<file path="config.mk">
export PLATFORM = sky130hd
export DESIGN_NAME = prog_ctrl
export DESIGN_NICKNAME = d
export VERILOG_FILES = /design/src/logic/prog_ctrl_pkg.sv /design/src/logic/prog_ctrl.sv
export SDC_FILE = /design/constraint.sdc
export NUM_CORES = 1
export LEC_CHECK = 0
export BUFFER_PORTS_ARGS = -buffer_cell sky130_fd_sc_hd__buf_2
export CORE_UTILIZATION = 50
export DETAILED_ROUTE_END_ITERATION = 7
export PLACE_DENSITY = 0.73
export SYNTH_ARGS = -nofsm -noshare
export SYNTH_HDL_FRONTEND = slang
export SYNTH_SLANG_ARGS = --single-unit
export TNS_END_PERCENT = 100
</file>
<file path="constraint.sdc">
create_clock -name core_clk_i -period 4.2 [get_ports core_clk_i]
set_clock_uncertainty 0.15 [all_clocks]
set_input_delay 0.84 -clock core_clk_i [delete_from_list [all_inputs] [get_ports core_clk_i]]
set_output_delay 0.84 -clock core_clk_i [all_outputs]
set_load 0.005 [all_outputs]
</file>
<file path="src/logic/prog_ctrl_pkg.sv">
// shared constants and types for the program-control unit
package prog_ctrl_pkg;
  localparam int PC_W = 14;
  localparam int SP_W = 8;
  localparam logic [13:0] RESET_PC = 14'h0000;
  localparam logic [13:0] VEC_BASE = 14'h0002;
  localparam logic [13:0] VEC_LAST = 14'h0018;
  localparam logic [13:0] PROG_FIRST = 14'h001A;
  localparam logic [13:0] PROG_LAST = 14'h1FDF;
  localparam logic [3:0] NUM_VECTORS = 4'hC;
  localparam int RAM_BYTES = 256;
  localparam logic [7:0] SP_RESET = 8'h00;
  localparam logic [7:0] SP_STEP = 8'h01;
  localparam logic [7:0] PC_STEP = 8'h01;
  localparam logic [5:0] PAGE_STEP = 6'h01;
  localparam int STAT_RUN_BIT = 0;
  localparam int STAT_POR_BIT = 4;
  localparam int STAT_WDT_BIT = 6;
  localparam logic [7:0] STAT_POR_VALUE = 8'h11;
  localparam logic [7:0] STAT_WDT_VALUE = 8'h41;
  localparam logic [7:0] STAT_KEEP_ON_WDT = 8'h10;

  typedef enum logic [3:0] {
    OP_ADVANCE,
    OP_PAGE,
    OP_JUMP,
    OP_CALL,
    OP_RET,
    OP_RETURN_FROM_INTERRUPT,
    OP_PUSH,
    OP_POP,
    OP_LOAD_SP,
    OP_DI,
    OP_EI,
    OP_OPERAND
  } op_t;

  typedef enum logic [1:0] {
    MODE_IMM,
    MODE_DIRECT,
    MODE_INDEXED
  } mode_t;
endpackage

</file>
<file path="src/logic/prog_ctrl.sv">
// program counter, stacks, vectors, addressing and reset cause of the core
// Notes on behaviour
// - any reset restarts fetch at address zero
// - interrupts jump to even vectors 0x0002..0x0018
// - program code spans 0x001A to 0x1FDF
// - program stack pointer resets zero, grows upward
// - stack pointer loaded from accumulator, never readable
// - interrupt entry disables, pushes two bytes post-increment
// - return-from-interrupt pops two bytes, then enables
// - call pushes counter and flags, pointer plus two
// - plain return restores counter only, pointer minus two
// - data space is 256 bytes of shared RAM
// - push pre-decrements data pointer then writes
// - pop reads then post-increments data pointer
// - push at pointer zero writes address 0xFF
// - immediate operand is the second instruction byte
// - direct operand address is the second byte
// - indexed address is constant plus index register
// - every reset restores pc and stack pointers, disables interrupts
// - status bit 4 power-on, bit 6 watchdog
// - reset entry pushes nothing onto the stack
// - fetch bumps low byte, page advance both upper and low
module prog_ctrl (
  input wire logic core_clk_i,
  input wire logic rst_i,
  input wire logic watchdog_reset_i,
  input wire logic cmd_valid_i,
  input wire prog_ctrl_pkg::op_t cmd_op_i,
  input wire logic [13:0] target_i,
  input wire logic [7:0] acc_i,
  input wire logic [7:0] index_i,
  input wire logic [7:0] operand_byte_i,
  input wire prog_ctrl_pkg::mode_t mode_i,
  input wire logic carry_i,
  input wire logic zero_i,
  input wire logic irq_valid_i,
  input wire logic [3:0] irq_index_i,
  input wire logic [7:0] status_clr_i,
  input wire logic [7:0] ram_rdata_i,
  output logic cmd_ready_o,
  output logic irq_ack_o,
  output logic done_o,
  output logic [13:0] program_counter_o,
  output logic pc_fault_o,
  output logic int_enable_o,
  output logic carry_o,
  output logic zero_o,
  output logic flags_load_o,
  output logic [7:0] pop_data_o,
  output logic pop_valid_o,
  output logic [7:0] operand_o,
  output logic operand_is_addr_o,
  output logic operand_valid_o,
  output logic [7:0] status_o,
  output logic usb_addr_clear_o,
  output logic [7:0] ram_addr_o,
  output logic [7:0] ram_wdata_o,
  output logic ram_we_o,
  output logic ram_re_o
);
  typedef enum logic [2:0] {
    ST_IDLE,
    ST_PUSH2,
    ST_PUSH_END,
    ST_POP2,
    ST_POP_HI,
    ST_POP_LO,
    ST_DPOP_WAIT,
    ST_DPOP_CAP
  } state_t;

  state_t state;
  logic [13:0] pc;
  logic [13:0] next_pc;
  logic [13:0] jump_target;
  logic [7:0] program_stack_pointer;
  logic [7:0] data_stack_pointer;
  logic [7:0] hi_byte;
  logic is_return_from_interrupt;
  logic take_irq;
  logic take_cmd;

  // --------------------------------------------------------------
  // decode
  // --------------------------------------------------------------
  function automatic logic [13:0] vector_of(input logic [3:0] idx);
    vector_of = prog_ctrl_pkg::VEC_BASE + {9'h000, idx, 1'b0};
  endfunction

  assign take_irq = (state == ST_IDLE) && int_enable_o && irq_valid_i
    && (irq_index_i < prog_ctrl_pkg::NUM_VECTORS) && !watchdog_reset_i;
  assign take_cmd = (state == ST_IDLE) && cmd_valid_i && !take_irq && !watchdog_reset_i;
  assign cmd_ready_o = (state == ST_IDLE) && !take_irq;
  assign program_counter_o = pc;

  // --------------------------------------------------------------
  // program counter
  // --------------------------------------------------------------
  always_comb
  begin
    next_pc = pc;
    if (take_cmd)
    begin
      case (cmd_op_i)
        prog_ctrl_pkg::OP_ADVANCE: next_pc = {pc[13:8], pc[7:0] + prog_ctrl_pkg::PC_STEP};
        prog_ctrl_pkg::OP_PAGE:
          next_pc = {pc[13:8] + prog_ctrl_pkg::PAGE_STEP, pc[7:0] + prog_ctrl_pkg::PC_STEP};
        prog_ctrl_pkg::OP_JUMP: next_pc = target_i;
        default: next_pc = pc;
      endcase
    end
    else if (state == ST_PUSH_END)
      next_pc = jump_target;
    else if (state == ST_POP_LO)
      next_pc = {hi_byte[5:0], ram_rdata_i};
  end

  always_ff @(posedge core_clk_i or posedge rst_i)
  begin
    if (rst_i)
    begin
      pc <= prog_ctrl_pkg::RESET_PC;
      pc_fault_o <= 1'b0;
      jump_target <= prog_ctrl_pkg::RESET_PC;
    end
    else if (watchdog_reset_i)
    begin
      pc <= prog_ctrl_pkg::RESET_PC;
      pc_fault_o <= 1'b0;
      jump_target <= prog_ctrl_pkg::RESET_PC;
    end
    else
    begin
      pc <= next_pc;
      pc_fault_o <= next_pc > prog_ctrl_pkg::PROG_LAST;
      if (take_irq)
        jump_target <= vector_of(irq_index_i);
      else if (take_cmd && cmd_op_i == prog_ctrl_pkg::OP_CALL)
        jump_target <= target_i;
    end
  end

  // --------------------------------------------------------------
  // sequencer and RAM port
  // --------------------------------------------------------------
  always_ff @(posedge core_clk_i or posedge rst_i)
  begin
    if (rst_i)
    begin
      state <= ST_IDLE;
      ram_addr_o <= 8'h00;
      ram_wdata_o <= 8'h00;
      ram_we_o <= 1'b0;
      ram_re_o <= 1'b0;
      hi_byte <= 8'h00;
      is_return_from_interrupt <= 1'b0;
      pop_data_o <= 8'h00;
    end
    else if (watchdog_reset_i)
    begin
      state <= ST_IDLE;
      ram_we_o <= 1'b0;
      ram_re_o <= 1'b0;
      is_return_from_interrupt <= 1'b0;
    end
    else
    begin
      case (state)
        ST_IDLE:
        begin
          ram_we_o <= 1'b0;
          ram_re_o <= 1'b0;
          if (take_irq || (take_cmd && cmd_op_i == prog_ctrl_pkg::OP_CALL))
          begin
            ram_addr_o <= program_stack_pointer;
            ram_wdata_o <= pc[7:0];
            ram_we_o <= 1'b1;
            state <= ST_PUSH2;
          end
          else if (take_cmd)
          begin
            case (cmd_op_i)
              prog_ctrl_pkg::OP_RET, prog_ctrl_pkg::OP_RETURN_FROM_INTERRUPT:
              begin
                ram_addr_o <= program_stack_pointer - prog_ctrl_pkg::SP_STEP;
                ram_re_o <= 1'b1;
                is_return_from_interrupt <= cmd_op_i == prog_ctrl_pkg::OP_RETURN_FROM_INTERRUPT;
                state <= ST_POP2;
              end
              prog_ctrl_pkg::OP_PUSH:
              begin
                ram_addr_o <= data_stack_pointer - prog_ctrl_pkg::SP_STEP;
                ram_wdata_o <= acc_i;
                ram_we_o <= 1'b1;
              end
              prog_ctrl_pkg::OP_POP:
              begin
                ram_addr_o <= data_stack_pointer;
                ram_re_o <= 1'b1;
                state <= ST_DPOP_WAIT;
              end
              default: state <= ST_IDLE;
            endcase
          end
        end
        ST_PUSH2:
        begin
          ram_addr_o <= program_stack_pointer + prog_ctrl_pkg::SP_STEP;
          ram_wdata_o <= {carry_i, zero_i, pc[13:8]};
          state <= ST_PUSH_END;
        end
        ST_PUSH_END:
        begin
          ram_we_o <= 1'b0;
          state <= ST_IDLE;
        end
        ST_POP2:
        begin
          ram_addr_o <= program_stack_pointer - prog_ctrl_pkg::SP_STEP - prog_ctrl_pkg::SP_STEP;
          state <= ST_POP_HI;
        end
        ST_POP_HI:
        begin
          hi_byte <= ram_rdata_i;
          ram_re_o <= 1'b0;
          state <= ST_POP_LO;
        end
        ST_POP_LO: state <= ST_IDLE;
        ST_DPOP_WAIT:
        begin
          ram_re_o <= 1'b0;
          state <= ST_DPOP_CAP;
        end
        ST_DPOP_CAP:
        begin
          pop_data_o <= ram_rdata_i;
          state <= ST_IDLE;
        end
        default: state <= ST_IDLE;
      endcase
    end
  end

  // --------------------------------------------------------------
  // stack pointers
  // --------------------------------------------------------------
  always_ff @(posedge core_clk_i or posedge rst_i)
  begin
    if (rst_i)
    begin
      program_stack_pointer <= prog_ctrl_pkg::SP_RESET;
      data_stack_pointer <= prog_ctrl_pkg::SP_RESET;
    end
    else if (watchdog_reset_i)
    begin
      program_stack_pointer <= prog_ctrl_pkg::SP_RESET;
      data_stack_pointer <= prog_ctrl_pkg::SP_RESET;
    end
    else
    begin
      if (state == ST_PUSH2 || state == ST_PUSH_END)
        program_stack_pointer <= program_stack_pointer + prog_ctrl_pkg::SP_STEP;
      else if (state == ST_POP2 || state == ST_POP_HI)
        program_stack_pointer <= program_stack_pointer - prog_ctrl_pkg::SP_STEP;
      else if (take_cmd && cmd_op_i == prog_ctrl_pkg::OP_LOAD_SP)
        program_stack_pointer <= acc_i;
      if (take_cmd && cmd_op_i == prog_ctrl_pkg::OP_PUSH)
        data_stack_pointer <= data_stack_pointer - prog_ctrl_pkg::SP_STEP;
      else if (state == ST_DPOP_CAP)
        data_stack_pointer <= data_stack_pointer + prog_ctrl_pkg::SP_STEP;
    end
  end

  // --------------------------------------------------------------
  // interrupt enable, flags, handshakes
  // --------------------------------------------------------------
  always_ff @(posedge core_clk_i or posedge rst_i)
  begin
    if (rst_i)
    begin
      int_enable_o <= 1'b0;
      carry_o <= 1'b0;
      zero_o <= 1'b0;
      flags_load_o <= 1'b0;
      irq_ack_o <= 1'b0;
      done_o <= 1'b0;
      pop_valid_o <= 1'b0;
    end
    else if (watchdog_reset_i)
    begin
      int_enable_o <= 1'b0;
      flags_load_o <= 1'b0;
      irq_ack_o <= 1'b0;
      done_o <= 1'b0;
      pop_valid_o <= 1'b0;
    end
    else
    begin
      irq_ack_o <= take_irq;
      flags_load_o <= 1'b0;
      done_o <= state == ST_PUSH_END || state == ST_POP_LO || state == ST_DPOP_CAP;
      pop_valid_o <= state == ST_DPOP_CAP;
      if (take_irq || (take_cmd && cmd_op_i == prog_ctrl_pkg::OP_DI))
        int_enable_o <= 1'b0;
      else if (take_cmd && cmd_op_i == prog_ctrl_pkg::OP_EI)
        int_enable_o <= 1'b1;
      else if (state == ST_POP_LO && is_return_from_interrupt)
        int_enable_o <= 1'b1;
      if (state == ST_POP_LO && is_return_from_interrupt)
      begin
        carry_o <= hi_byte[7];
        zero_o <= hi_byte[6];
        flags_load_o <= 1'b1;
      end
    end
  end

  // --------------------------------------------------------------
  // operand addressing
  // --------------------------------------------------------------
  always_ff @(posedge core_clk_i or posedge rst_i)
  begin
    if (rst_i)
    begin
      operand_o <= 8'h00;
      operand_is_addr_o <= 1'b0;
      operand_valid_o <= 1'b0;
    end
    else
    begin
      operand_valid_o <= take_cmd && cmd_op_i == prog_ctrl_pkg::OP_OPERAND;
      if (take_cmd && cmd_op_i == prog_ctrl_pkg::OP_OPERAND)
      begin
        operand_o <= (mode_i == prog_ctrl_pkg::MODE_INDEXED) ? operand_byte_i + index_i
          : operand_byte_i;
        operand_is_addr_o <= mode_i != prog_ctrl_pkg::MODE_IMM;
      end
    end
  end

  // --------------------------------------------------------------
  // reset cause
  // --------------------------------------------------------------
  always_ff @(posedge core_clk_i or posedge rst_i)
  begin
    if (rst_i)
    begin
      status_o <= prog_ctrl_pkg::STAT_POR_VALUE;
      usb_addr_clear_o <= 1'b1;
    end
    else
    begin
      usb_addr_clear_o <= watchdog_reset_i;
      if (watchdog_reset_i)
        status_o <= (status_o & prog_ctrl_pkg::STAT_KEEP_ON_WDT) | prog_ctrl_pkg::STAT_WDT_VALUE;
      else
        status_o <= status_o & ~status_clr_i;
    end
  end

  // --------------------------------------------------------------
  // checks
  // --------------------------------------------------------------
  property p_reset_pc;
    @(posedge core_clk_i) disable iff (rst_i)
    watchdog_reset_i |=> pc == 14'h0000 && program_stack_pointer == 8'h00;
  endproperty
  a_reset_pc: assert property (p_reset_pc) else $error("pc not cleared");
  property p_vector;
    @(posedge core_clk_i) disable iff (rst_i || watchdog_reset_i)
    take_irq |-> ##3 pc == 14'h0002 + {9'h000, $past(irq_index_i, 3), 1'b0};
  endproperty
  a_vector: assert property (p_vector) else $error("wrong vector");
  property p_fault;
    @(posedge core_clk_i) disable iff (rst_i)
    pc_fault_o == (pc > 14'h1FDF);
  endproperty
  a_fault: assert property (p_fault) else $error("program range flag wrong");
  property p_entry;
    @(posedge core_clk_i) disable iff (rst_i || watchdog_reset_i)
    take_irq |=> !int_enable_o && ram_we_o && ram_addr_o == $past(program_stack_pointer);
  endproperty
  a_entry: assert property (p_entry) else $error("bad interrupt entry");
  property p_call;
    @(posedge core_clk_i) disable iff (rst_i || watchdog_reset_i)
    take_cmd && cmd_op_i == prog_ctrl_pkg::OP_CALL
      |-> ##3 program_stack_pointer == $past(program_stack_pointer, 3) + 8'h02;
  endproperty
  a_call: assert property (p_call) else $error("call pointer step wrong");
  property p_ret;
    @(posedge core_clk_i) disable iff (rst_i || watchdog_reset_i)
    take_cmd && cmd_op_i == prog_ctrl_pkg::OP_RET
      |-> ##4 carry_o == $past(carry_o, 4) && zero_o == $past(zero_o, 4)
      && program_stack_pointer == $past(program_stack_pointer, 4) - 8'h02;
  endproperty
  a_ret: assert property (p_ret) else $error("return touched flags");
  property p_return_from_interrupt;
    @(posedge core_clk_i) disable iff (rst_i || watchdog_reset_i)
    take_cmd && cmd_op_i == prog_ctrl_pkg::OP_RETURN_FROM_INTERRUPT && !int_enable_o
      |=> !int_enable_o [*3] ##1 int_enable_o;
  endproperty
  a_return_from_interrupt: assert property (p_return_from_interrupt) else $error("enable timing wrong");
  property p_push;
    @(posedge core_clk_i) disable iff (rst_i || watchdog_reset_i)
    take_cmd && cmd_op_i == prog_ctrl_pkg::OP_PUSH
      |=> ram_we_o && ram_addr_o == $past(data_stack_pointer) - 8'h01;
  endproperty
  a_push: assert property (p_push) else $error("push address wrong");
  property p_pop;
    @(posedge core_clk_i) disable iff (rst_i || watchdog_reset_i)
    take_cmd && cmd_op_i == prog_ctrl_pkg::OP_POP
      |=> ram_addr_o == $past(data_stack_pointer) ##2
      data_stack_pointer == $past(data_stack_pointer, 3) + 8'h01;
  endproperty
  a_pop: assert property (p_pop) else $error("pop order wrong");
  property p_load_sp;
    @(posedge core_clk_i) disable iff (rst_i || watchdog_reset_i)
    take_cmd && cmd_op_i == prog_ctrl_pkg::OP_LOAD_SP |=> program_stack_pointer == $past(acc_i);
  endproperty
  a_load_sp: assert property (p_load_sp) else $error("pointer load lost");
  property p_wdt;
    @(posedge core_clk_i) disable iff (rst_i)
    watchdog_reset_i |=> status_o[6] && !ram_we_o && !int_enable_o && state == ST_IDLE;
  endproperty
  a_wdt: assert property (p_wdt) else $error("watchdog reset effects wrong");
  property p_page;
    @(posedge core_clk_i) disable iff (rst_i || watchdog_reset_i)
    take_cmd && cmd_op_i == prog_ctrl_pkg::OP_ADVANCE |=> pc[13:8] == $past(pc[13:8]);
  endproperty
  a_page: assert property (p_page) else $error("page moved on fetch");
  property p_index;
    @(posedge core_clk_i) disable iff (rst_i || watchdog_reset_i)
    take_cmd && cmd_op_i == prog_ctrl_pkg::OP_OPERAND && mode_i == prog_ctrl_pkg::MODE_INDEXED
      |=> operand_o == $past(operand_byte_i) + $past(index_i) && operand_is_addr_o;
  endproperty
  a_index: assert property (p_index) else $error("indexed address wrong");
  c_irq: cover property (@(posedge core_clk_i) disable iff (rst_i) take_irq ##3 done_o);
  c_return_from_interrupt: cover property (@(posedge core_clk_i) disable iff (rst_i) flags_load_o);
  c_wrap: cover property (@(posedge core_clk_i) disable iff (rst_i)
    ram_we_o && ram_addr_o == 8'hFF);
endmodule

</file>
* After elaboration in Yosys (flattened, before gate mapping)
Index checks and enable logic that the tools add are counted.
Operators by class: add/subtract/negate cells 9, magnitude comparators 2, eq/ne operators 25, muxes and demuxes 55, reduce and logical (&&, ||, !) cells 48, bitwise operators 3
Operators with widths (count):
- two-way mux 8 bit | 14
- two-way mux 14 bit | 7
- one-hot mux 8 bit (3 select lines) | 2
- one-hot mux 14 bit (3 select lines) | 1
- adder 8 x 1 -> 8 bit (second input constant) | 3
- subtractor 8 x 1 -> 8 bit (second input constant) | 3
- two-way mux 1 bit | 23
- one-hot mux 3 bit (6 select lines) | 1
- equality test 4 x 3 -> 1 bit (second input constant) | 4
- equality test 4 bit (second input constant) | 4
- one-hot mux 8 bit (2 select lines) | 1
- logical AND 1 bit | 15
- nonzero test 3 bit | 5
- > comparator 14 x 13 -> 1 bit (second input constant) | 1
- equality test 3 bit (second input constant) | 4
- AND reduction 4 bit | 3
- nonzero test 2 bit | 5
- two-way mux 3 bit | 3
- one-hot mux 3 bit (3 select lines) | 1
- adder 8 bit | 1
- bitwise AND 8 bit | 1
- equality test 4 x 2 -> 1 bit (second input constant) | 2
- inverter 8 bit | 1
- AND reduction 2 bit | 4
- other kinds (22) | 33
Storage, ports and cells: register bits 109

* Logic depth before layout (Yosys ltp)
Gate-level depths: netlist of the first run.
word-level depth 13, gate-level depth with buffers 10

* Worst setup path before layout of the first run
No wires, ideal clock.
kind input to register, start point input cmd_valid_i, end point register operand_o[7], data required time 3.931 ns, slack 1.427 ns, library setup time 0.119 ns, buffers on the path 2, arrival time 2.504 ns, stages 8, cell sequence or4b_4 a31o_4 or2_1 or3_1 buf_2 buf_6 nand2_1 o21ai_2
On the way: word-level cells in the longest chain between the ends 4
RTL lines:
- start, declared | line prog_ctrl.sv:27 | input wire logic cmd_valid_i,
- logical AND 1 bit (3 in series) | line prog_ctrl.sv:92 | assign take_cmd = (state == ST_IDLE) && cmd_valid_i && !take_irq && !watchdog_reset_i;
- logical AND 1 bit | line prog_ctrl.sv:332 | if (take_cmd && cmd_op_i == prog_ctrl_pkg::OP_OPERAND)
- end signal, assigned | line prog_ctrl.sv:334 | operand_o <= (mode_i == prog_ctrl_pkg::MODE_INDEXED) ? operand_byte_i + index_i
- end, declared | line prog_ctrl.sv:51 | output logic [7:0] operand_o,
Every way passes these cells. A chain may end at the register's enable or synchronous reset.

* Worst setup path after layout of the first run
start point register state[2], end point register jump_target[1]
On the way: word-level cells in the longest chain between the ends 10, elaborated cells on any way between the ends 13, those cells by class mux (2); reduce/logical (11)
RTL lines:
- start, declared | line prog_ctrl.sv:72 | state_t state;
- start signal, assigned | line prog_ctrl.sv:150 | state <= ST_IDLE;
- start signal, assigned | line prog_ctrl.sv:161 | state <= ST_IDLE;
- start signal, assigned | line prog_ctrl.sv:178 | state <= ST_PUSH2;
- zero test 3 bit (*) | line prog_ctrl.sv:90, prog_ctrl.sv:92
- logical AND 1 bit (2 in series) | line prog_ctrl.sv:90 | assign take_irq = (state == ST_IDLE) && int_enable_o && irq_valid_i
- logical AND 1 bit (2 in series) | line prog_ctrl.sv:91 | && (irq_index_i < prog_ctrl_pkg::NUM_VECTORS) && !watchdog_reset_i;
- zero test 1 bit | line prog_ctrl.sv:92
- logical AND 1 bit (2 in series) | line prog_ctrl.sv:92
- logical AND 1 bit | line prog_ctrl.sv:138 | else if (take_cmd && cmd_op_i == prog_ctrl_pkg::OP_CALL)
- nonzero test 3 bit (no source line)
- end signal, assigned | line prog_ctrl.sv:130 | jump_target <= prog_ctrl_pkg::RESET_PC;
- end signal, assigned | line prog_ctrl.sv:137 | jump_target <= vector_of(irq_index_i);
- end signal, assigned | line prog_ctrl.sv:139 | jump_target <= target_i;
- end, declared | line prog_ctrl.sv:75 | logic [13:0] jump_target;
Every way passes the cells marked *; elsewhere a longest branch is shown, timed or not.

==> impl_metrics.csv, run 1 <==
group,metric,value,unit
route,first_pass_iters,5,
global_route,grt_overflow_total,0,
placement,globalplace.congestion,0.9231,
sta,hold_viol_final,0,
min_path,hold_path_end,"ram_wdata_o[5]",
floorplanning,start_util,0.5116,
synth,synth_area,7749,sq um
synth,synth_xor_area_frac,0.03617,
placement,numPortBuffers,138,
synth,yosysTopAreaCellShare,0.3423,
sta,tns,0,ns
synth,yosysUniqueCellTypes,77,
synth,ys_warn_count,0,
global_route,grt_pass1_vias,6997,
clock_network,cts_tree,"done",
cells_and_area,drive_gt1_frac,0.1996,
floorplanning,fp.dieArea,16000,sq um
route,routed_wl,23.31,mm
sta,finalCritPeriodShare,0.7997,
synth,synth_top_area_cell,"dfrtp_1",
cells_and_area,antenna_cells,0,
clock_network,cts_max_path_buffers,2,
cells_and_area,multi_input_area,4583,sq um
worst_setup_path,cp-start-kind,"flop",
power_and_ir_drop,leakage,0.004045,uW
route,vias,7702,
power_and_ir_drop,ir_drop,199.4,uV
route,top_layer_used,"met4",
route,wire_per_inst,18.87,um
synth,synth.area.top_cells,"dfrtp_1 (34%), nand2_1 (5.7%), nor2_1 (4.2%)",
sta,finalWorstSetupSlack,0.8412,ns
clock_network,cts_resized,0,
synth,ys_seq_area_frac,0.3525,
sta,fin_crit,3.359,ns
sta,maxSlewViolCount,0,
sta,setup_viol,0,
worst_setup_path,r2r-start,"state[2]",
placement,dpl_worst_slack,0.8827,ns
synth,synth_nets,1048,
worst_setup_path,r2r_setup_slack,0.84,ns
synth,synthTopCellsByCount,"nand2_1 (118), dfrtp_1 (106), nor2_1 (86)",
route,drtIter0Drc,789,
synth,synth-compound-area-share,0.2435,
cells_and_area,num-fill-cells,1410,
clock_network,htreeDepth,3,
worst_setup_path,cp_data_required_time,4.34,ns
synth,yosys.area_share.adder,0.02680,
synth,yosys_most_used_dff,"dfrtp_1",
cells_and_area,num-nets-final,1130,
placement,placed_area,8469,sq um
route,wl_met1,10.04,mm
global_route,grt_max_degree,69,
route,met2_wirelength,10.72,mm
floorplanning,fp-row-count,45,
worst_setup_path,arrival,3.49,ns
worst_setup_path,crit_type,"flop to flop",
floorplanning,io_pins,139,
floorplanning,die_w,126.5,um
synth,synth_mux_area_frac,0.04424,
synth,synth.avg_cell_area,8.063,sq um
clock_network,clk_latency,0.36,ns
sta,max_freq,0.2977,GHz
worst_setup_path,r2r_end,"jump_target[1]",
floorplanning,die_h,126.5,um
cells_and_area,postLayoutCellArea,8760,sq um
clock_network,ctsHoldBuffers,0,
worst_setup_path,cp_max_fo,29,
placement,hpwl,16.69,mm
min_path,worst_hold_path_type,"flop to flop",
route,wl_met3,1.748,mm
synth,yosysMostFrequentCell,"nand2_1",
min_path,hold_start,"ram_wdata_o[5]",
route,drc,0,
synth,synth-edff-count,0,
sta,slew-limit-headroom,0.2155,
power_and_ir_drop,finalPower,3394,uW
route,ant_nets,0,
global_route,grt_usage,0.2983,
min_path,holdPathStages,1,
clock_network,clock-sinks,109,
worst_setup_path,r2r_cells,6,
route,vias_per_cell,6.236,
clock_network,clock-root-buffer,"clkbuf_16",
synth,ys_seq_elements,109,
synth,synth_top_family_by_area,"compound AO/OA/AOI/OAI gates",
status,run_status,"finished, final reports clean",
clock_network,postCtsSetupRepairBufs,0,
global_route,grt_pass1_wl,37.57,mm
worst_setup_path,endpoint_kind,"flop",
synth,async_flop_share,1.000,
clock_network,cts_buffers,9,
synth,yosys.area_share.simple,0.2408,
synth,synth_cells,961,
cells_and_area,regArea,2734,sq um
cells_and_area,area_delta_synth_final,13.05,%
global_route,antenna_found_initial,0,
clock_network,clk_pin_slew_worst_paths,0.07,ns
power_and_ir_drop,power_density,387.5,nW/um^2
floorplanning,core,15150,sq um
sta,tightest_slew,1.177,ns
sta,rsz0062_at_grt,"no",
flow_run,cap_violations,0,
-- layer usage --
layer	GRT usage	vias to the layer above
li1	-	3641
met1	0.4100	3623
met2	0.4751	380
met3	0.03458	58
met4	0.1318	0
met5	0	-
-- flip-flops by register name (all words and copies together) (netlist names), 3 cells and up --
name,cells
data_stack_pointer,8
hi_byte,8
jump_target,14
operand_o,8
pop_data_o,8
program_counter_o,14
program_stack_pointer,8
ram_addr_o,8
ram_wdata_o,8
state,3
status_o,8
-- report_power, final --
part | switching (uW) | internal [uW]
logic | 611 | 497
registers | 207 | 1220
clock network | 417 | 442
total | 1230 | 2160
-- layout make-up --
class | instances | share of cell area
tap | 188 | 0.02685
multi-input combinational | 744 | 0.5232
sequential | 109 | 0.3121
timing repair buffer | 153 | 0.09313
clock buffer | 11 | 0.02885
clock inverter | 4 | 0.004285
inverter | 26 | 0.01157
-- worst max-delay path by stage --
stage / start / endpoint / slack (ns) / depth (start not counted)
floorplan: rst_i / carry_o / 0.34 / 1
global placement: cmd_valid_i / jump_target[4] / 0.97 / 6
detailed placement: cmd_valid_i / jump_target[1] / 0.88 / 7
CTS: state[2] / jump_target[1] / 0.94 / 6
global route: state[2] / jump_target[4] / 0.70 / 5
finish: state[2] / jump_target[1] / 0.84 / 6
-- through the flow --
step	hold slack, ns	util	instances
final	0.3223	0.5784	1235
after global placement	0.3083	0.5592	1220
after global routing	0.3442	0.5784	1235
after CTS	0.3273	0.5784	1235
after detailed placement	0.3102	0.5592	1220
after floorplan	0.3079	-	961
-- worst max-delay path, stage by stage, from the launching register on --
cell,delay [ns]
dfrtp_1,0.76
or4b_4,0.70
a211oi_2,0.51
nand3_1,0.62
nand2_1,0.33
nor2_1,0.07
a21oi_1,0.12
-- kinds of logic (layout without fill, tap and decap cells) --
group                    count (synthesis)  after routing
buffers and inverters                  108            194
XOR/XNOR                                32             32
AND/OR/NAND/NOR                        384            384
flip-flops                             109            109
multiplexers                            33             33
AO/OA/AOI/OAI                          279            279
adder cells (fa/ha/maj)                 16             16
-- layout by cell type, fill, tap and decap left out, types with 6 or more instances in the layout --
cell,count
nor2b_1,10
inv_1,23
xnor2_1,21
o21a_1,7
o22ai_1,22
nand3_1,40
nor3_1,39
a21oi_1,60
and2_1,7
mux2i_1,23
clkbuf_16,9
a211o_1,6
mux2_2,10
a31oi_1,13
dfrtp_1,104
ha_1,15
nor2_1,86
nand2_1,118
or3_1,16
o311ai_0,6
a211oi_1,27
buf_2,138
nand2b_1,10
buf_4,14
and3_1,11
o211ai_1,8
a21o_1,14
o21ai_0,53
nor3b_1,12
xor2_1,11
No activity file was read; power rests on OpenSTA's default activity.
==> run 2, diff against run 1 <==
--- a/config.mk
+++ b/config.mk
@@ -5,6 +5,7 @@
 export SDC_FILE = /design/constraint.sdc
 export NUM_CORES = 1
 export LEC_CHECK = 0
+export ABC_AREA = 1
 export BUFFER_PORTS_ARGS = -buffer_cell sky130_fd_sc_hd__buf_2
 export CORE_UTILIZATION = 50
 export DETAILED_ROUTE_END_ITERATION = 7
==> constraint.sdc (replaced) <==
create_clock -name core_clk_i -period 3.4 [get_ports core_clk_i]
set_clock_uncertainty 0.15 [all_clocks]
set_input_delay 0.68 -clock core_clk_i [delete_from_list [all_inputs] [get_ports core_clk_i]]
set_output_delay 0.68 -clock core_clk_i [all_outputs]
set_load 0.005 [all_outputs]
==> run 2 against run 1 <==
The run now ends with design-rule violations left. Non-clock buffer count fell by 7. Via count fell by 2.9%. Combinational power rose by 38%. Sequential power rose by 21%. Clock power rose by 53%. Critical path type unchanged. Largest cell class unchanged. Largest power group unchanged. Highest routed layer unchanged.
==> impl_metrics.csv, run 2 <==
group,metric,value,unit
worst_setup_path,endpoint_kind,"flop",
clock_network,clock-sinks,109,
min_path,worst_hold_path_type,"input port to async pin",
clock_network,clk_pin_slew_worst_paths,0.07,ns
worst_setup_path,arrival,2.74,ns
route,drc,4,
synth,yosysMostFrequentCell,"nand2_1",
worst_setup_path,r2r_setup_slack,0.76,ns
global_route,grt_max_degree,48,
route,drtIter0Drc,694,
sta,rsz0062_at_grt,"no",
cells_and_area,area_delta_synth_final,17.35,%
placement,numPortBuffers,138,
sta,maxSlewViolCount,0,
worst_setup_path,cp_data_required_time,3.51,ns
synth,synth_top_area_cell,"dfrtp_1",
clock_network,cts_resized,0,
status,violations,"design-rule violations",
worst_setup_path,crit_chain,"clkinv_1 -> ha_1 -> nand2_1 -> nand2_1 -> nor2_1 -> nand2_1 -> nor2_1 -> nand3_1 -> nand3_1 -> nand3_1 -> nor2_1 -> nor2_1",
power_and_ir_drop,p_sw,1689,uW
status,run_status,"complete, but fails checks",
cells_and_area,drive_gt1_frac,0.1851,
synth,synth_nets,1104,
global_route,grt_pass1_vias,6850,
synth,ys_seq_elements,109,
flow_run,cap_violations,0,
synth,synth.area.top_cells,"dfrtp_1 (37%), nand2_1 (15%), nand3_1 (6.2%)",
global_route,grt_pass1_wl,34.67,mm
floorplanning,io_pins,139,
clock_network,cts_max_path_buffers,2,
sta,max_freq,0.3791,GHz
sta,finalCritPeriodShare,0.7758,
global_route,grt_usage,0.3042,
synth,ys_warn_count,0,
synth,yosys_most_used_dff,"dfrtp_1",
synth,synth_area,7102,sq um
route,ant_nets,0,
worst_setup_path,r2r-start,"program_stack_pointer[0]",
cells_and_area,final_cell_mix,"nand2_1 (287), buf_2 (138), nor2_1 (115), dfrtp_1 (106), inv_1 (100)",
floorplanning,start_util,0.5116,
floorplanning,fp.dieArea,14680,sq um
worst_setup_path,cp_common_cell,"nor2_1",
power_and_ir_drop,netSwitchingFraction,0.3694,
synth,synthTopCellsByCount,"nand2_1 (287), nor2_1 (115), dfrtp_1 (106)",
power_and_ir_drop,clockPowerShare,0.286,
sta,fin_crit,2.638,ns
power_and_ir_drop,power_density,548.6,nW/um^2
synth,synth.avg_cell_area,6.983,sq um
floorplanning,fp-row-count,43,
clock_network,postCtsSetupRepairBufs,0,
synth,synth-edff-count,0,
worst_setup_path,critPathSlowestCell,"dfrtp_1",
worst_setup_path,cp_max_fo,9,
route,wire_per_inst,16.16,um
worst_setup_path,crit_type,"flop to flop",
clock_network,ctsHoldBuffers,0,
floorplanning,die_w,121.2,um
power_and_ir_drop,ir_drop,324.3,uV
worst_setup_path,r2r_end,"ram_addr_o[6]",
floorplanning,die_h,121.2,um
sta,hold_viol_final,0,
sta,slew-limit-headroom,0.5009,
synth,ys_seq_area_frac,0.3846,
power_and_ir_drop,pwr-share-seq,0.379,
clock_network,clock-root-buffer,"clkbuf_16",
clock_network,clk_latency,0.36,ns
cells_and_area,num-nets-final,1233,
power_and_ir_drop,leakage,0.004309,uW
route,routed_wl,21.51,mm
power_and_ir_drop,combinationalPowerShare,0.336,
route,vias,7476,
sta,hold_ws,0.2897,ns
synth,yosysUniqueCellTypes,48,
worst_setup_path,max_stage_delay,0.58,ns
cells_and_area,layout_commonest_cell,"nand2_1",
placement,hpwl,16.37,mm
power_and_ir_drop,cell_internal_pwr,2883,uW
global_route,antenna_found_initial,0,
clock_network,cts_buffers,9,
route,vias_per_cell,5.617,
synth,yosysTopAreaCellShare,0.3735,
worst_setup_path,cp-start-kind,"flop",
cells_and_area,antenna_cells,0,
synth,synth_cells,1017,
cells_and_area,postLayoutCellArea,8334,sq um
sta,tns,0,ns
placement,globalplace.congestion,0.9382,
floorplanning,core,13880,sq um
placement,placed_area,7964,sq um
global_route,grt_overflow_total,0,
sta,setup_viol,0,
worst_setup_path,r2r_cells,12,
clock_network,htreeDepth,3,
route,first_pass_iters,7,
sta,tightest_slew,0.7471,ns
clock_network,cts_tree,"done",
synth,async_flop_share,1.000,
## run 2: worst max-delay path, delay by kind of cell, from the launching register on
family	cells	cell delay [ns]
and+or+nand+nor	10	1.07
DFF	1	0.58
adders and majority gates	1	0.38
buffers and inverters	1	0.35
## run 2: stage by stage
step | instances | worst slack, ns | utilization | power [uW]
4_1_cts | 1331 | 0.8052 | 0.6004 | 4556
3_3_place_gp | 1315 | 0.6510 | 0.5737 | 3243
2_1_floorplan | 1017 | 1.233 | - | 2719
3_5_place_dp | 1315 | 0.5732 | 0.5737 | 3261
5_1_grt | 1331 | 0.5749 | 0.6004 | 4851
6_report | 1331 | 0.7622 | 0.6004 | 4572
## run 2: area by class of cell
class                      count  area [sq um]
inverter                     118         446.7
tap                          180         225.2
fill                        1386          5547
multi-input combinational    762          3785
sequential                   109          2731
timing repair buffer         146         775.7
clock inverter                 7         145.1
clock buffer                   9         225.2
## run 2: worst max-delay path by stage
stage | startpoint | end | slack [ns] | depth (start not counted)
global route | program_stack_pointer[0] | ram_addr_o[6] | 0.57 | 12
finish | program_stack_pointer[0] | ram_addr_o[6] | 0.76 | 12
floorplan | index_i[0] | operand_o[6] | 1.23 | 12
CTS | program_stack_pointer[0] | ram_addr_o[6] | 0.81 | 12
global placement | cmd_op_i[3] | ram_addr_o[2] | 0.65 | 11
detailed placement | cmd_op_i[3] | ram_addr_o[2] | 0.57 | 11
## run 2: metal layers
layer,GRT usage,vias up,share of wire,wire length (um)
met3,0.03383,56,0.065,1397
met5,0,-,0,0
met4,0.1289,0,0.033,703
li1,-,3602,-,-
met1,0.4126,3488,0.43,9329
met2,0.4929,330,0.47,10080
## run 2: logic make-up after synthesis
| logic type | share of synthesized area |
|---|---|
| AO/OA/AOI/OAI | 0.1476 |
| AND/OR/NAND/NOR | 0.3372 |
| XOR/XNOR | 0.01727 |
| multiplexers | 0.001586 |
| adder cells (fa/ha/maj) | 0.02925 |
| flip-flops | 0.3846 |
| buffers and inverters | 0.08245 |
## run 2: power by group through the flow
| stage | clock network, uW | registers, uW | logic (uW) |
|---|---|---|---|
| 2_1_floorplan | 0 | 1700 | 1020 |
| 3_3_place_gp | 0 | 1750 | 1500 |
| 3_5_place_dp | 0 | 1750 | 1510 |
| 4_1_cts | 1310 | 1730 | 1520 |
| 5_1_grt | 1360 | 1760 | 1730 |
| 6_report | 1310 | 1730 | 1530 |
==> run 3, diff against run 2 <==
--- a/config.mk
+++ b/config.mk
@@ -9,7 +9,7 @@
 export BUFFER_PORTS_ARGS = -buffer_cell sky130_fd_sc_hd__buf_2
 export CORE_UTILIZATION = 50
 export DETAILED_ROUTE_END_ITERATION = 7
-export PLACE_DENSITY = 0.73
+export PLACE_DENSITY = 0.76
 export SYNTH_ARGS = -nofsm -noshare
 export SYNTH_HDL_FRONTEND = slang
 export SYNTH_SLANG_ARGS = --single-unit
==> constraint.sdc (replaced) <==
create_clock -name core_clk_i -period 2.2 [get_ports core_clk_i]
set_clock_uncertainty 0.15 [all_clocks]
set_input_delay 0.44 -clock core_clk_i [delete_from_list [all_inputs] [get_ports core_clk_i]]
set_output_delay 0.44 -clock core_clk_i [all_outputs]
set_load 0.005 [all_outputs]
==> run 3 against run 2 <==
The run now ends clean. Largest power group unchanged. Sequential power up 53%. First-iteration DRC count down 9.2%. Critical path type is now flop to output port. Via count up 2.0%. Worst setup slack worse by 0.71 ns.
==> impl_metrics.csv, run 3 (same netlist as run 2, synthesis figures left out) <==
group,metric,value,unit
cells_and_area,num-fill-cells,1297,
worst_setup_path,crit_chain,"inv_2 -> nand2_4 -> a21oi_2 -> buf_4 -> buf_2",
global_route,grt_max_degree,51,
worst_setup_path,cp_max_fo,7,
cells_and_area,area_delta_synth_final,22.41,%
sta,tightest_slew,0.5353,ns
worst_setup_path,max_stage_delay,0.47,ns
worst_setup_path,arrival,1.56,ns
sta,maxSlewViolCount,0,
sta,rsz0062_at_grt,"no",
clock_network,postCtsSetupRepairBufs,0,
global_route,grt_overflow_total,0,
worst_setup_path,crit_type,"flop to output port",
worst_setup_path,cp_data_required_time,1.61,ns
sta,fin_crit,2.152,ns
placement,globalplace.congestion,0.9831,
clock_network,cts_max_path_buffers,2,
floorplanning,fp.dieArea,14680,sq um
route,ant_nets,0,
floorplanning,fp-row-count,43,
cells_and_area,utilization,0.6263,
worst_setup_path,cp-start-kind,"flop",
cells_and_area,drive_gt1_frac,0.2228,
sta,hold_viol_final,0,
clock_network,clk_pin_slew_worst_paths,0.07,ns
power_and_ir_drop,ir_drop,426.4,uV
route,wire_per_inst,15.48,um
route,routed_wl,21.40,mm
placement,dpl.cell_count,1366,
floorplanning,io_pins,139,
sta,tns,0,ns
floorplanning,die_h,121.2,um
power_and_ir_drop,power_density,795.9,nW/um^2
cells_and_area,antenna_cells,0,
route,first_pass_iters,5,
cells_and_area,postLayoutCellArea,8693,sq um
floorplanning,core,13880,sq um
power_and_ir_drop,finalPower,6919,uW
sta,slew-limit-headroom,0.6422,
floorplanning,die_w,121.2,um
sta,max_freq,0.4646,GHz
clock_network,clk_latency,0.36,ns
global_route,antenna_found_initial,0,
cells_and_area,num-nets-final,1285,
worst_setup_path,endpoint_kind,"output port",
clock_network,cts_tree,"done",
power_and_ir_drop,leakage,0.004535,uW
clock_network,htreeDepth,3,
global_route,grt_pass1_wl,34.17,mm
worst_setup_path,critPathSlowestCell,"dfrtp_2",
route,drtIter0Drc,630,
placement,numPortBuffers,138,
route,vias_per_cell,5.513,
global_route,grt_pass1_vias,6971,
route,vias,7625,
clock_network,cts_buffers,9,
cells_and_area,final_cell_mix,"nand2_1 (287), buf_2 (138), nor2_1 (114), dfrtp_1 (104), inv_1 (100)",
route,drc,0,
sta,setup_viol,0,
cells_and_area,fin_cells,1383,
clock_network,clock-root-buffer,"clkbuf_16",
min_path,worst_hold_path_type,"input port to flop",
floorplanning,start_util,0.5116,
flow_run,cap_violations,0,
global_route,grt_usage,0.3020,
placement,hpwl,16.44,mm
cells_and_area,layout_commonest_cell,"nand2_1",
sta,finalCritPeriodShare,0.9784,
status,run_status,"finished, final reports clean",
clock_network,clock-sinks,109,
placement,placed_area,8359,sq um
[run 3: worst paths after layout]
path,from,to,slack (ns),cells past startpoint
max in group asynchronous,rst_i,usb_addr_clear_o,0.83,4
setup / recovery,state[2],cmd_ready_o,0.05,5
min in group asynchronous,rst_i,data_stack_pointer[5],0.46,3
setup reg to reg,state[0],pc_fault_o,0.17,13
hold / removal,status_clr_i[3],status_o[3],0.07,2
hold reg to reg,zero_o,zero_o,0.32,2
[run 3: routing by layer]
layer  vias up  global-route usage  wire length, um  share of wire
met3        53             0.03148             1322          0.062
met2       322              0.4854            10070           0.47
met1      3533              0.4055             9246           0.43
met5         -                   0                0              0
met4         0              0.1505              767          0.036
li1       3717                   -                -              -
[run 3: stage by stage]
stage	setup slack (ns)	hold WS, ns
after floorplan	0.1567	0.2945
after global placement	0.08185	0.2969
after detailed placement	0.004704	0.2988
after CTS	0.04341	0.07024
after global routing	0.01288	0.07725
final	0.04763	0.07322
[run 3: layout make-up]
cell class / instances / area, sq um / share of cell area
inverter: 118 / 446.7 / 0.05138
multi-input combinational: 762 / 3795 / 0.4365
clock buffer: 12 / 256.5 / 0.02950
clock inverter: 4 / 55.05 / 0.006333
sequential: 109 / 2734 / 0.3145
tap: 180 / 225.2 / 0.02591
timing repair buffer: 198 / 1181 / 0.1359
[run 3: power by group]
| part | internal [uW] | switching [uW] | leakage [uW] |
|---|---|---|---|
| sequential | 2350 | 294 | 0.00142 |
| clock | 954 | 787 | 0.000149 |
| combinational | 1000 | 1530 | 0.00297 |
[run 3: worst max-delay path: cells and delay by family, from the launching register on]
family	cells	cell delay (ns)
flip-flops	1	0.47
AO/OA/AOI/OAI	1	0.20
buffers and inverters	3	0.42
AND/OR/NAND/NOR	1	0.12
[run 3: timing repair]
| item | CTS | global route |
|---|---|---|
| setup endpoints to repair | 0 | 6 |
| hold buffers | 1 | 0 |
| gates resized for setup | 0 | 5 |
| hold endpoints to repair | 13 | 0 |
